`src/adcsd_pkg.sv`:
```
// Constants, types and state layout of the serial command decoder.
// Assumes a 50 MHz system clock and an SPI-00 style host on the link.
// Behaviour
// Command bits sampled only on host serial clock.
// Halfword commands force address bit 0 low.
// Opcode 11000 clears pair bits where data is 1.
// Opcode 11011 sets pair bits where data is 1.
// Opcode 11001, zero data: return halfword next frame.
// Opcode 01001, zero data: return one byte next.
// Write sub-field 00 stores both data bytes.
// Write sub-field 01 stores upper byte only.
// Write sub-field 10 stores lower byte only.
// Unknown or all-zero words do nothing.
// Host puts zero above 8-bit register address.
// 32-bit command executes at select rising edge.
// Output shift register shifts out each frame.
// Fixed pattern select 1xx wins output word.
// Byte read: value in top bits, rest zero.
// Halfword read: value in top bits, rest zero.
// Otherwise output starts with latest conversion result.
// Enabled flag fields appended in fixed order.
// Unused output word bits are zero.
// Output launch clock selectable: serial or internal.
// Select fall clears counter and command register.
// Each captured bit enters input register LSB.
// Under 32 clocks is no-op; over keeps last 32.
// All enabled: fields at 31:16,15:12,11:8,7:6,5:4,3:2.
// Opcode 31:27, sub 26:25, address 24:16, data 15:0.
package adcsd_pkg;

  // Register byte store depth
  localparam int REG_BYTES = 16;

  // Bus register offsets
  localparam logic [11:0] OFF_CFG = 12'h000;
  localparam logic [11:0] OFF_FIXED = 12'h004;
  localparam logic [11:0] OFF_CONV = 12'h008;
  localparam logic [11:0] OFF_STATUS = 12'h00C;

  // Reset values
  localparam logic [8:0] CFG_RST = 9'h000;
  localparam logic [31:0] FIXED_RST = 32'h0000_0000;
  localparam logic [27:0] CONV_RST = 28'h000_0000;

  // Command word fields and opcodes
  localparam int OP_MSB = 31;
  localparam int SUB_MSB = 26;
  localparam int ADDR_MSB = 24;
  localparam logic [4:0] OP_CLEAR = 5'h18;
  localparam logic [4:0] OP_READ_HALF = 5'h19;
  localparam logic [4:0] OP_READ_BYTE = 5'h09;
  localparam logic [4:0] OP_WRITE = 5'h1A;
  localparam logic [4:0] OP_SET = 5'h1B;
  localparam logic [1:0] SUB_BOTH = 2'h0;
  localparam logic [1:0] SUB_UPPER = 2'h1;
  localparam logic [1:0] SUB_LOWER = 2'h2;

  // Frame counting and internal launch clock
  localparam logic [5:0] FRAME_BITS = 6'h20;
  localparam logic [5:0] CNT_SAT = 6'h21;
  localparam logic [3:0] INT_DIV_LAST = 4'h3;

  typedef enum logic [1:0] {
    LS_IDLE = 2'b01,
    LS_FRAME = 2'b10
  } adcsd_link_e;

  typedef enum logic [2:0] {
    RK_NONE = 3'b001,
    RK_BYTE = 3'b010,
    RK_HALF = 3'b100
  } adcsd_read_e;

  // output_word_config layout, bit 8 down to bit 0
  typedef struct packed {
    logic int_clk;
    logic parity_append_en;
    logic append_input_alarm_en;
    logic append_supply_alarm_en;
    logic append_range_en;
    logic append_chip_tag_en;
    logic [2:0] fixed_pattern_select;
  } adcsd_cfg_s;

  // Conversion register layout, bit 27 down to bit 0
  typedef struct packed {
    logic [1:0] input_alarm;
    logic [1:0] supply_alarm;
    logic [3:0] range_code;
    logic [3:0] chip_tag;
    logic [15:0] result;
  } adcsd_conv_s;

  typedef struct packed {
    logic [2:0] cs_p;
    logic [2:0] sclk_p;
    logic [1:0] sdi_p;
    adcsd_link_e ls;
    logic [5:0] cnt;
    logic [31:0] isr;
    logic [31:0] osr;
    logic sdo;
    logic sdo_oe;
    logic [3:0] div;
    adcsd_read_e rk;
    logic [15:0] rd_data;
    adcsd_cfg_s cfg;
    logic [31:0] fixed;
    adcsd_conv_s conv;
    logic [REG_BYTES-1:0][7:0] regs;
    logic [4:0] last_op;
    logic last_exec;
    logic [11:0] a_addr;
    logic a_wr;
    logic a_rd;
    logic [31:0] hrdata;
    logic hreadyout;
    logic hresp;
  } adcsd_state_s;

endpackage

```
`src/adcsd_decoder.sv`:
```
// Serial command decoder with register byte store and AHB-Lite slave.
// Assumes host link pins are asynchronous to hclk; SPI-00 timing.
`timescale 1ns/1ns
module adcsd_decoder (
  // Clock and reset
  input wire logic hclk,
  input wire logic hresetn,
  // AHB-Lite slave
  input wire logic hsel,
  input wire logic [31:0] haddr,
  input wire logic [1:0] htrans,
  input wire logic hwrite,
  input wire logic [2:0] hsize,
  input wire logic [31:0] hwdata,
  input wire logic hready,
  output logic [31:0] hrdata,
  output logic hreadyout,
  output logic hresp,
  // Host link
  input wire logic convert_select,
  input wire logic serial_clk,
  input wire logic serial_in,
  output logic serial_out_lanes,
  output logic serial_out_lanes_oe
);

  adcsd_pkg::adcsd_state_s st;
  adcsd_pkg::adcsd_state_s nx;

  logic cs_fall;
  logic cs_rise;
  logic sclk_rise;
  logic sclk_fall;
  logic launch;
  logic exec_now;
  logic [4:0] op;
  logic [1:0] sub;
  logic [8:0] a9;
  logic [8:0] ea;
  logic [15:0] dat;
  logic a_ok;
  logic e_ok;
  logic [3:0] ai;
  logic [3:0] ei;
  logic [3:0] eip;
  logic [31:0] out_word;

  // Output word with appended flag fields
  function automatic logic [31:0] pack_word(
    input adcsd_pkg::adcsd_cfg_s c,
    input adcsd_pkg::adcsd_conv_s v
  );
    logic [31:0] w;
    int pos;
    logic fx;
    w = {v.result, 16'h0000};
    pos = 16;
    fx = 1'b0;
    if (c.append_chip_tag_en) begin
      pos = pos - 4;
      w[pos +: 4] = v.chip_tag;
      fx = fx ^ (^v.chip_tag);
    end
    if (c.append_range_en) begin
      pos = pos - 4;
      w[pos +: 4] = v.range_code;
      fx = fx ^ (^v.range_code);
    end
    if (c.append_supply_alarm_en) begin
      pos = pos - 2;
      w[pos +: 2] = v.supply_alarm;
      fx = fx ^ (^v.supply_alarm);
    end
    if (c.append_input_alarm_en) begin
      pos = pos - 2;
      w[pos +: 2] = v.input_alarm;
      fx = fx ^ (^v.input_alarm);
    end
    if (c.parity_append_en) begin
      pos = pos - 2;
      w[pos +: 2] = {^v.result, fx};
    end
    return w;
  endfunction

  // Bus register read mux
  function automatic logic [31:0] bus_read(
    input adcsd_pkg::adcsd_state_s s,
    input logic [11:0] a
  );
    logic [31:0] r;
    r = 32'h0000_0000;
    case (a)
      adcsd_pkg::OFF_CFG: r = {23'h00_0000, s.cfg};
      adcsd_pkg::OFF_FIXED: r = s.fixed;
      adcsd_pkg::OFF_CONV: r = {4'h0, s.conv};
      adcsd_pkg::OFF_STATUS: r = {21'h00_0000, s.ls, s.rk,
                                  s.last_exec, s.last_op};
      default: r = 32'h0000_0000;
    endcase
    return r;
  endfunction

  // Edge detectors read only the second and third stages
  assign cs_fall = st.cs_p[2] & ~st.cs_p[1];
  assign cs_rise = ~st.cs_p[2] & st.cs_p[1];
  assign sclk_rise = ~st.sclk_p[2] & st.sclk_p[1];
  assign sclk_fall = st.sclk_p[2] & ~st.sclk_p[1];
  // Launch source select
  assign launch = st.cfg.int_clk ? (st.div == adcsd_pkg::INT_DIV_LAST)
                                 : sclk_fall;

  // Command word fields
  assign op = st.isr[adcsd_pkg::OP_MSB -: 5];
  assign sub = st.isr[adcsd_pkg::SUB_MSB -: 2];
  assign a9 = st.isr[adcsd_pkg::ADDR_MSB -: 9];
  assign dat = st.isr[15:0];
  assign ea = {a9[8:1], 1'b0};
  assign a_ok = a9 < 9'(adcsd_pkg::REG_BYTES);
  assign e_ok = ea < 9'(adcsd_pkg::REG_BYTES);
  assign ai = a9[3:0];
  assign ei = ea[3:0];
  assign eip = {ea[3:1], 1'b1};
  assign exec_now = (st.ls == adcsd_pkg::LS_FRAME) && cs_rise &&
                    (st.cnt >= adcsd_pkg::FRAME_BITS);

  // Next frame's output word
  always_comb begin
    if (st.cfg.fixed_pattern_select[2]) begin
      out_word = st.fixed;
    end else if (st.rk == adcsd_pkg::RK_BYTE) begin
      out_word = {st.rd_data[7:0], 24'h00_0000};
    end else if (st.rk == adcsd_pkg::RK_HALF) begin
      out_word = {st.rd_data, 16'h0000};
    end else begin
      out_word = pack_word(st.cfg, st.conv);
    end
  end

  always_comb begin
    nx = st;
    // Pin synchronisers
    nx.cs_p = {st.cs_p[1:0], convert_select};
    nx.sclk_p = {st.sclk_p[1:0], serial_clk};
    nx.sdi_p = {st.sdi_p[0], serial_in};
    case (st.ls)
      adcsd_pkg::LS_IDLE: begin
        if (cs_fall) begin
          nx.ls = adcsd_pkg::LS_FRAME;
          nx.cnt = 6'h00;
          nx.isr = 32'h0000_0000;
          nx.osr = out_word;
          nx.sdo = out_word[31];
          nx.sdo_oe = 1'b1;
          nx.div = 4'h0;
        end
      end
      adcsd_pkg::LS_FRAME: begin
        if (cs_rise) begin
          nx.ls = adcsd_pkg::LS_IDLE;
          nx.sdo_oe = 1'b0;
          nx.sdo = 1'b0;
          nx.rk = adcsd_pkg::RK_NONE;
          nx.last_op = op;
          nx.last_exec = exec_now;
          if (exec_now) begin
            case (op)
              adcsd_pkg::OP_CLEAR: begin
                if (e_ok) begin
                  nx.regs[eip] = st.regs[eip] & ~dat[15:8];
                  nx.regs[ei] = st.regs[ei] & ~dat[7:0];
                end
              end
              adcsd_pkg::OP_SET: begin
                if (e_ok) begin
                  nx.regs[eip] = st.regs[eip] | dat[15:8];
                  nx.regs[ei] = st.regs[ei] | dat[7:0];
                end
              end
              adcsd_pkg::OP_WRITE: begin
                if (e_ok && sub == adcsd_pkg::SUB_BOTH) begin
                  nx.regs[eip] = dat[15:8];
                  nx.regs[ei] = dat[7:0];
                end else if (e_ok && sub == adcsd_pkg::SUB_UPPER) begin
                  nx.regs[eip] = dat[15:8];
                end else if (e_ok && sub == adcsd_pkg::SUB_LOWER) begin
                  nx.regs[ei] = dat[7:0];
                end
              end
              adcsd_pkg::OP_READ_HALF: begin
                if (dat == 16'h0000) begin
                  nx.rk = adcsd_pkg::RK_HALF;
                  nx.rd_data = e_ok ? {st.regs[eip], st.regs[ei]}
                                    : 16'h0000;
                end
              end
              adcsd_pkg::OP_READ_BYTE: begin
                if (dat == 16'h0000) begin
                  nx.rk = adcsd_pkg::RK_BYTE;
                  nx.rd_data = {8'h00, a_ok ? st.regs[ai] : 8'h00};
                end
              end
              default: begin
                nx.rk = adcsd_pkg::RK_NONE;
              end
            endcase
          end
        end else begin
          if (sclk_rise) begin
            nx.isr = {st.isr[30:0], st.sdi_p[1]};
            if (st.cnt != adcsd_pkg::CNT_SAT) begin
              nx.cnt = st.cnt + 6'h01;
            end
          end
          nx.div = launch ? 4'h0 : st.div + 4'h1;
          if (launch) begin
            nx.osr = {st.osr[30:0], 1'b0};
            nx.sdo = st.osr[30];
          end
        end
      end
      default: begin
        nx.ls = adcsd_pkg::LS_IDLE;
        nx.sdo_oe = 1'b0;
      end
    endcase
    // Bus data phase
    if (st.a_wr) begin
      case (st.a_addr)
        adcsd_pkg::OFF_CFG: nx.cfg = hwdata[8:0];
        adcsd_pkg::OFF_FIXED: nx.fixed = hwdata;
        adcsd_pkg::OFF_CONV: nx.conv = hwdata[27:0];
        default: nx.hresp = 1'b0;
      endcase
    end
    nx.a_wr = 1'b0;
    if (st.a_rd) begin
      nx.hrdata = bus_read(st, st.a_addr);
      nx.hreadyout = 1'b1;
      nx.a_rd = 1'b0;
    end
    // Bus address phase
    if (hsel && htrans[1] && hready) begin
      nx.a_addr = {haddr[11:2], 2'b00};
      nx.a_wr = hwrite;
      nx.a_rd = ~hwrite;
      nx.hreadyout = hwrite;
    end
    nx.hresp = 1'b0;
  end

  always_ff @(posedge hclk or negedge hresetn) begin
    if (!hresetn) begin
      st <= '0;
      st.cs_p <= 3'h7;
      st.ls <= adcsd_pkg::LS_IDLE;
      st.rk <= adcsd_pkg::RK_NONE;
      st.cfg <= adcsd_pkg::CFG_RST;
      st.fixed <= adcsd_pkg::FIXED_RST;
      st.conv <= adcsd_pkg::CONV_RST;
      st.hreadyout <= 1'b1;
    end else begin
      st <= nx;
    end
  end

  assign hrdata = st.hrdata;
  assign hreadyout = st.hreadyout;
  assign hresp = st.hresp;
  assign serial_out_lanes = st.sdo;
  assign serial_out_lanes_oe = st.sdo_oe;
endmodule

```
`config.mk`:
```
export PLATFORM = sky130hd
export DESIGN_NAME = adcsd_decoder
export DESIGN_NICKNAME = d
export VERILOG_FILES = /design/src/adcsd_pkg.sv /design/src/adcsd_decoder.sv
export SDC_FILE = /design/constraint.sdc
export NUM_CORES = 1
export LEC_CHECK = 0
export BUFFER_PORTS_ARGS = -buffer_cell sky130_fd_sc_hd__buf_4
export CORE_ASPECT_RATIO = 1.75
export CORE_MARGIN = 2
export CORE_UTILIZATION = 45
export DETAILED_ROUTE_END_ITERATION = 8
export PLACE_DENSITY = 0.59
export SYNTH_ARGS = -nofsm -noshare
export SYNTH_HDL_FRONTEND = slang
export SYNTH_SLANG_ARGS = --single-unit
```
`constraint.sdc`:
```
create_clock -name hclk -period 4.7 [get_ports hclk]
set_input_delay 0.47 -clock hclk [delete_from_list [all_inputs] [get_ports hclk]]
set_output_delay 0.47 -clock hclk [all_outputs]
set_load 0.1 [all_outputs]
```
==> summary.md <==
| Metric | Value |
|---|---|
| Maximum buffer depth of the clock tree | `3` |
| Most common flop cell mapped by yosys | `dfrtp_1` |
| Arrival time of data at the critical path endpoint | `around 4.7 ns` |
| Critical Path RT | `between 5 and 6 ns` |
| Final count of negative-setup-slack endpoints | `0` |
| Fraction of the yosys area taken by sequential cells | `0.4555` |
| Count of port buffers added during placement | `85` |
| Post-synthesis share of cell area spent on xor and xnor gates | `0.01841` |
| Number of distinct library cells after synthesis | `92` |
| Post-route setup TNS | `0 ns` |
| Mean Syn Cell Area | `roughly 10 um^2` |
| Maximum Capacitance Violations | `0` |
| YS warnings | `0` |
| Number of I/O pins | `between 100 and 150` |
| Source of the critical timing path | `st[246]` |
| Category of the critical setup timing path | `reg2reg` |
| Drt wl/cell | `~26 um` |
| Combinational family with the most area after synthesis | `compound AO/OA/AOI/OAI gates` |
| Layout area overhead | `11.25%` |
| Clock transition time at the flip-flop clock pins of the worst setup and hold paths | `about 0.070 ns` |
| Chip Height | `about 280 um` |
| Launch point of the worst reg-to-reg path | `st[246]` |
| Power density of the placed cells | `344.7 nW/um^2` |
| CTS sink cnt | `about 350` |
| Async set or reset register ratio after synthesis | `1.000` |
| Total wire length | `65700 um` |
| Worst Setup End Kind | `register` |
| Antenna violations before repair | `1` |
| Final estimated routing congestion in global placement | `between 0.9 and 1` |
| CTS tree | `done` |
| Adder-cell share of the synthesized area | `0.008817` |
| Total grt overflow | `0` |
| Cts bufs inserted | `36` |
| Max Fclk | `between 0.2 and 0.25 GHz` |
| Overall global routing resource usage | `0.2969` |
| Number of global-route vias before repair | `16200` |
| Final period utilization | `0.8997` |
| Ratio of routed vias to standard cells | `6.291` |
| DP Area | `just over 20000 um^2` |
| Fillers | `approximately 4000` |
| H-tree lvl count | `2` |
| Status | `completed` |
| Leading cell type in the layout, fill and taps excluded | `dfrtp_1` |
| Startpoint type of the worst setup path | `register` |
| Die area | `between 40000 and 50000 um^2` |
| Fraction of layout instances using a drive strength above 1 | `0.2079` |
| Post-synthesis instance area | `about 19000 um^2` |
| DPL Wire Length | `48180 um` |
| Static power due to leakage | `~8.8 nW` |
| Nets | `2026` |
| Syn_nets | `2012` |
| Total non-filler cell area in the finished layout | `between 20000 and 25000 um^2` |
| Initial core utilization | `0.4550` |
| Number of standard cells after synthesis | `roughly 1900` |
| DRC violations left | `0` |
| Post-synthesis share of cell area spent on and, or, nand and nor gates | `0.1386` |
| Number of enable-type register cells in the synthesized netlist | `0` |
| Routed Antenna Nets | `0` |
| Complex-gate fraction of the synthesized area | `0.1759` |
| Leading cell types in the layout, fill and taps excluded | `342 x dfrtp_1, 244 x nand2_1, 165 x o21ai_0, 136 x buf_4, 111 x mux2_2` |
| Worst slew margin relative to its limit | `0.2227` |
| Portion of netlist area occupied by mux cells | `0.1517` |
| Core outline area | `between 40000 and 50000 um^2` |
| Pin count of the biggest net entering global routing | `around 130` |
| Clk_skew | `approximately 0.011 ns` |
| Synth Register Bits | `351` |
| Buffers inserted during post-CTS setup optimization | `0` |
| Final critical delay including setup and external delays | `4.229 ns` |
| CTS-repair resized insts | `0` |
| Cts hold-fix bufs | `0` |
| Max-slew violation count | `0` |
| Unrepaired setup endpoints after global routing | `no` |
| Wire length of the first global-routing pass | `between 100000 and 150000 um` |
| Hold crit path type | `in2async` |
| Via Count | `roughly 16000` |
| Tightest Pin Transition | `approximately 1.2 ns` |
| Core utilization of the finished layout | `0.5062` |
| Row cnt | `100` |
| Hold Fails Final Rpt | `0` |
| IR drop worst, VDD | `slightly below 0.3 mV` |
| TritonRoute pass-1 iters | `5` |
| Root buffer cell | `clkbuf_16` |
| Highest net fanout along the worst path | `8` |
| Starting DRT DRC Count | `approximately 1200` |
| Clock latency on the worst-skew pair | `approximately 0.54 ns` |
| Die W | `roughly 160 um` |
-- critical path, cell delays in order (launching register included) --
cell       delay, ns
dfrtp_1         0.48
inv_1           0.16
ha_1            0.32
inv_1           0.11
ha_1            0.21
nand2_1         0.14
xor2_1          0.26
ha_1            0.26
and2_1          0.17
a21oi_1         0.23
nand3_2         0.21
xor2_2          0.44
nand3_1         0.33
nor3_1          0.43
mux2i_1         0.26
o2bb2ai_1       0.13
-- per-stage QoR --
step	power (W)	hold WS [ns]	instances	setup slack, ns
3_3_place_gp	0.004535	0.3349	2459	0.6212
6_report	0.007401	0.01115	2520	0.4715
5_1_grt	0.007663	0.01406	2520	0.08363
3_5_place_dp	0.004552	0.3362	2459	0.5202
2_1_floorplan	0.004072	0.1744	1922	0.4982
4_1_cts	0.007447	0.01116	2519	0.4834
-- routing by layer --
| metal | share of wire | GRT usage | routed length [um] | vias up |
|---|---|---|---|---|
| li1 | - | - | - | 7009 |
| met1 | 0.34 | 0.3131 | 22230 | 7947 |
| met2 | 0.52 | 0.5379 | 34360 | 641 |
| met3 | 0.043 | 0.02891 | 2837 | 257 |
| met4 | 0.095 | 0.2322 | 6264 | 0 |
| met5 | 0 | 0 | 0 | - |
-- report_power, final --
part / internal, W / total [W] / switching (W)
Clock: 0.00164 / 0.00289 / 0.00125
Combinational: 0.000410 / 0.00115 / 0.000742
Sequential: 0.00318 / 0.00336 / 0.000183
-- cell type report --
cell class              instances  area [um^2]  share of cell area
diodes                          1        2.502           0.0001166
clock buffers                  49         1062             0.04948
clock inverters                11        100.1            0.004662
inverters                      49        183.9            0.008567
multi-input cells            1360         9565              0.4455
flip-flops and latches        351         8797              0.4098
well taps                     561        701.9             0.03269
repair buffers                138         1056             0.04919
-- worst paths after layout --
path	endpoint	slack, ns	depth (start not counted)
min in group hclk	nx[349]	0.03	1
min	st[344]	0.01	1
max reg2reg	st[286]	0.47	15
max in group asynchronous	hrdata[27]	3.37	2
min reg2reg	nx[352]	0.35	0
max	st[286]	0.47	15
-- cells by family after synthesis --
logic type / Yosys count
xor gates and xnor gates: 38
muxes: 211
buffers and inverters: 211
and+or+nand+nor: 565
adders and majority gates: 13
DFF: 351
AOI/OAI and AO/OA: 532
other: 1
-- cell usage after synthesis (all sizes together) (11+ instances only) --
cell type    n  area share
dfrtp      345        0.45
nand2      244       0.047
o21ai      225       0.058
mux2       113       0.066
nor2        94       0.018
clkbuf      88       0.017
buf         74       0.024
nand3       64       0.017
a21oi       55       0.014
mux4        53       0.062
o22ai       52       0.017
inv         49      0.0095
mux2i       45       0.024
a22o        36       0.016
nor3        31      0.0080
xnor2       27       0.012
nand2b      25      0.0085
a22oi       24      0.0093
or3         20      0.0065
nor2b       16      0.0052
nor4        15      0.0060
a31oi       14      0.0045
o221ai      13      0.0059
and3        12      0.0039
ha          12      0.0078
o31ai       12      0.0049
a21o        11      0.0043
Note: power is estimated with default switching activity, not from simulation.
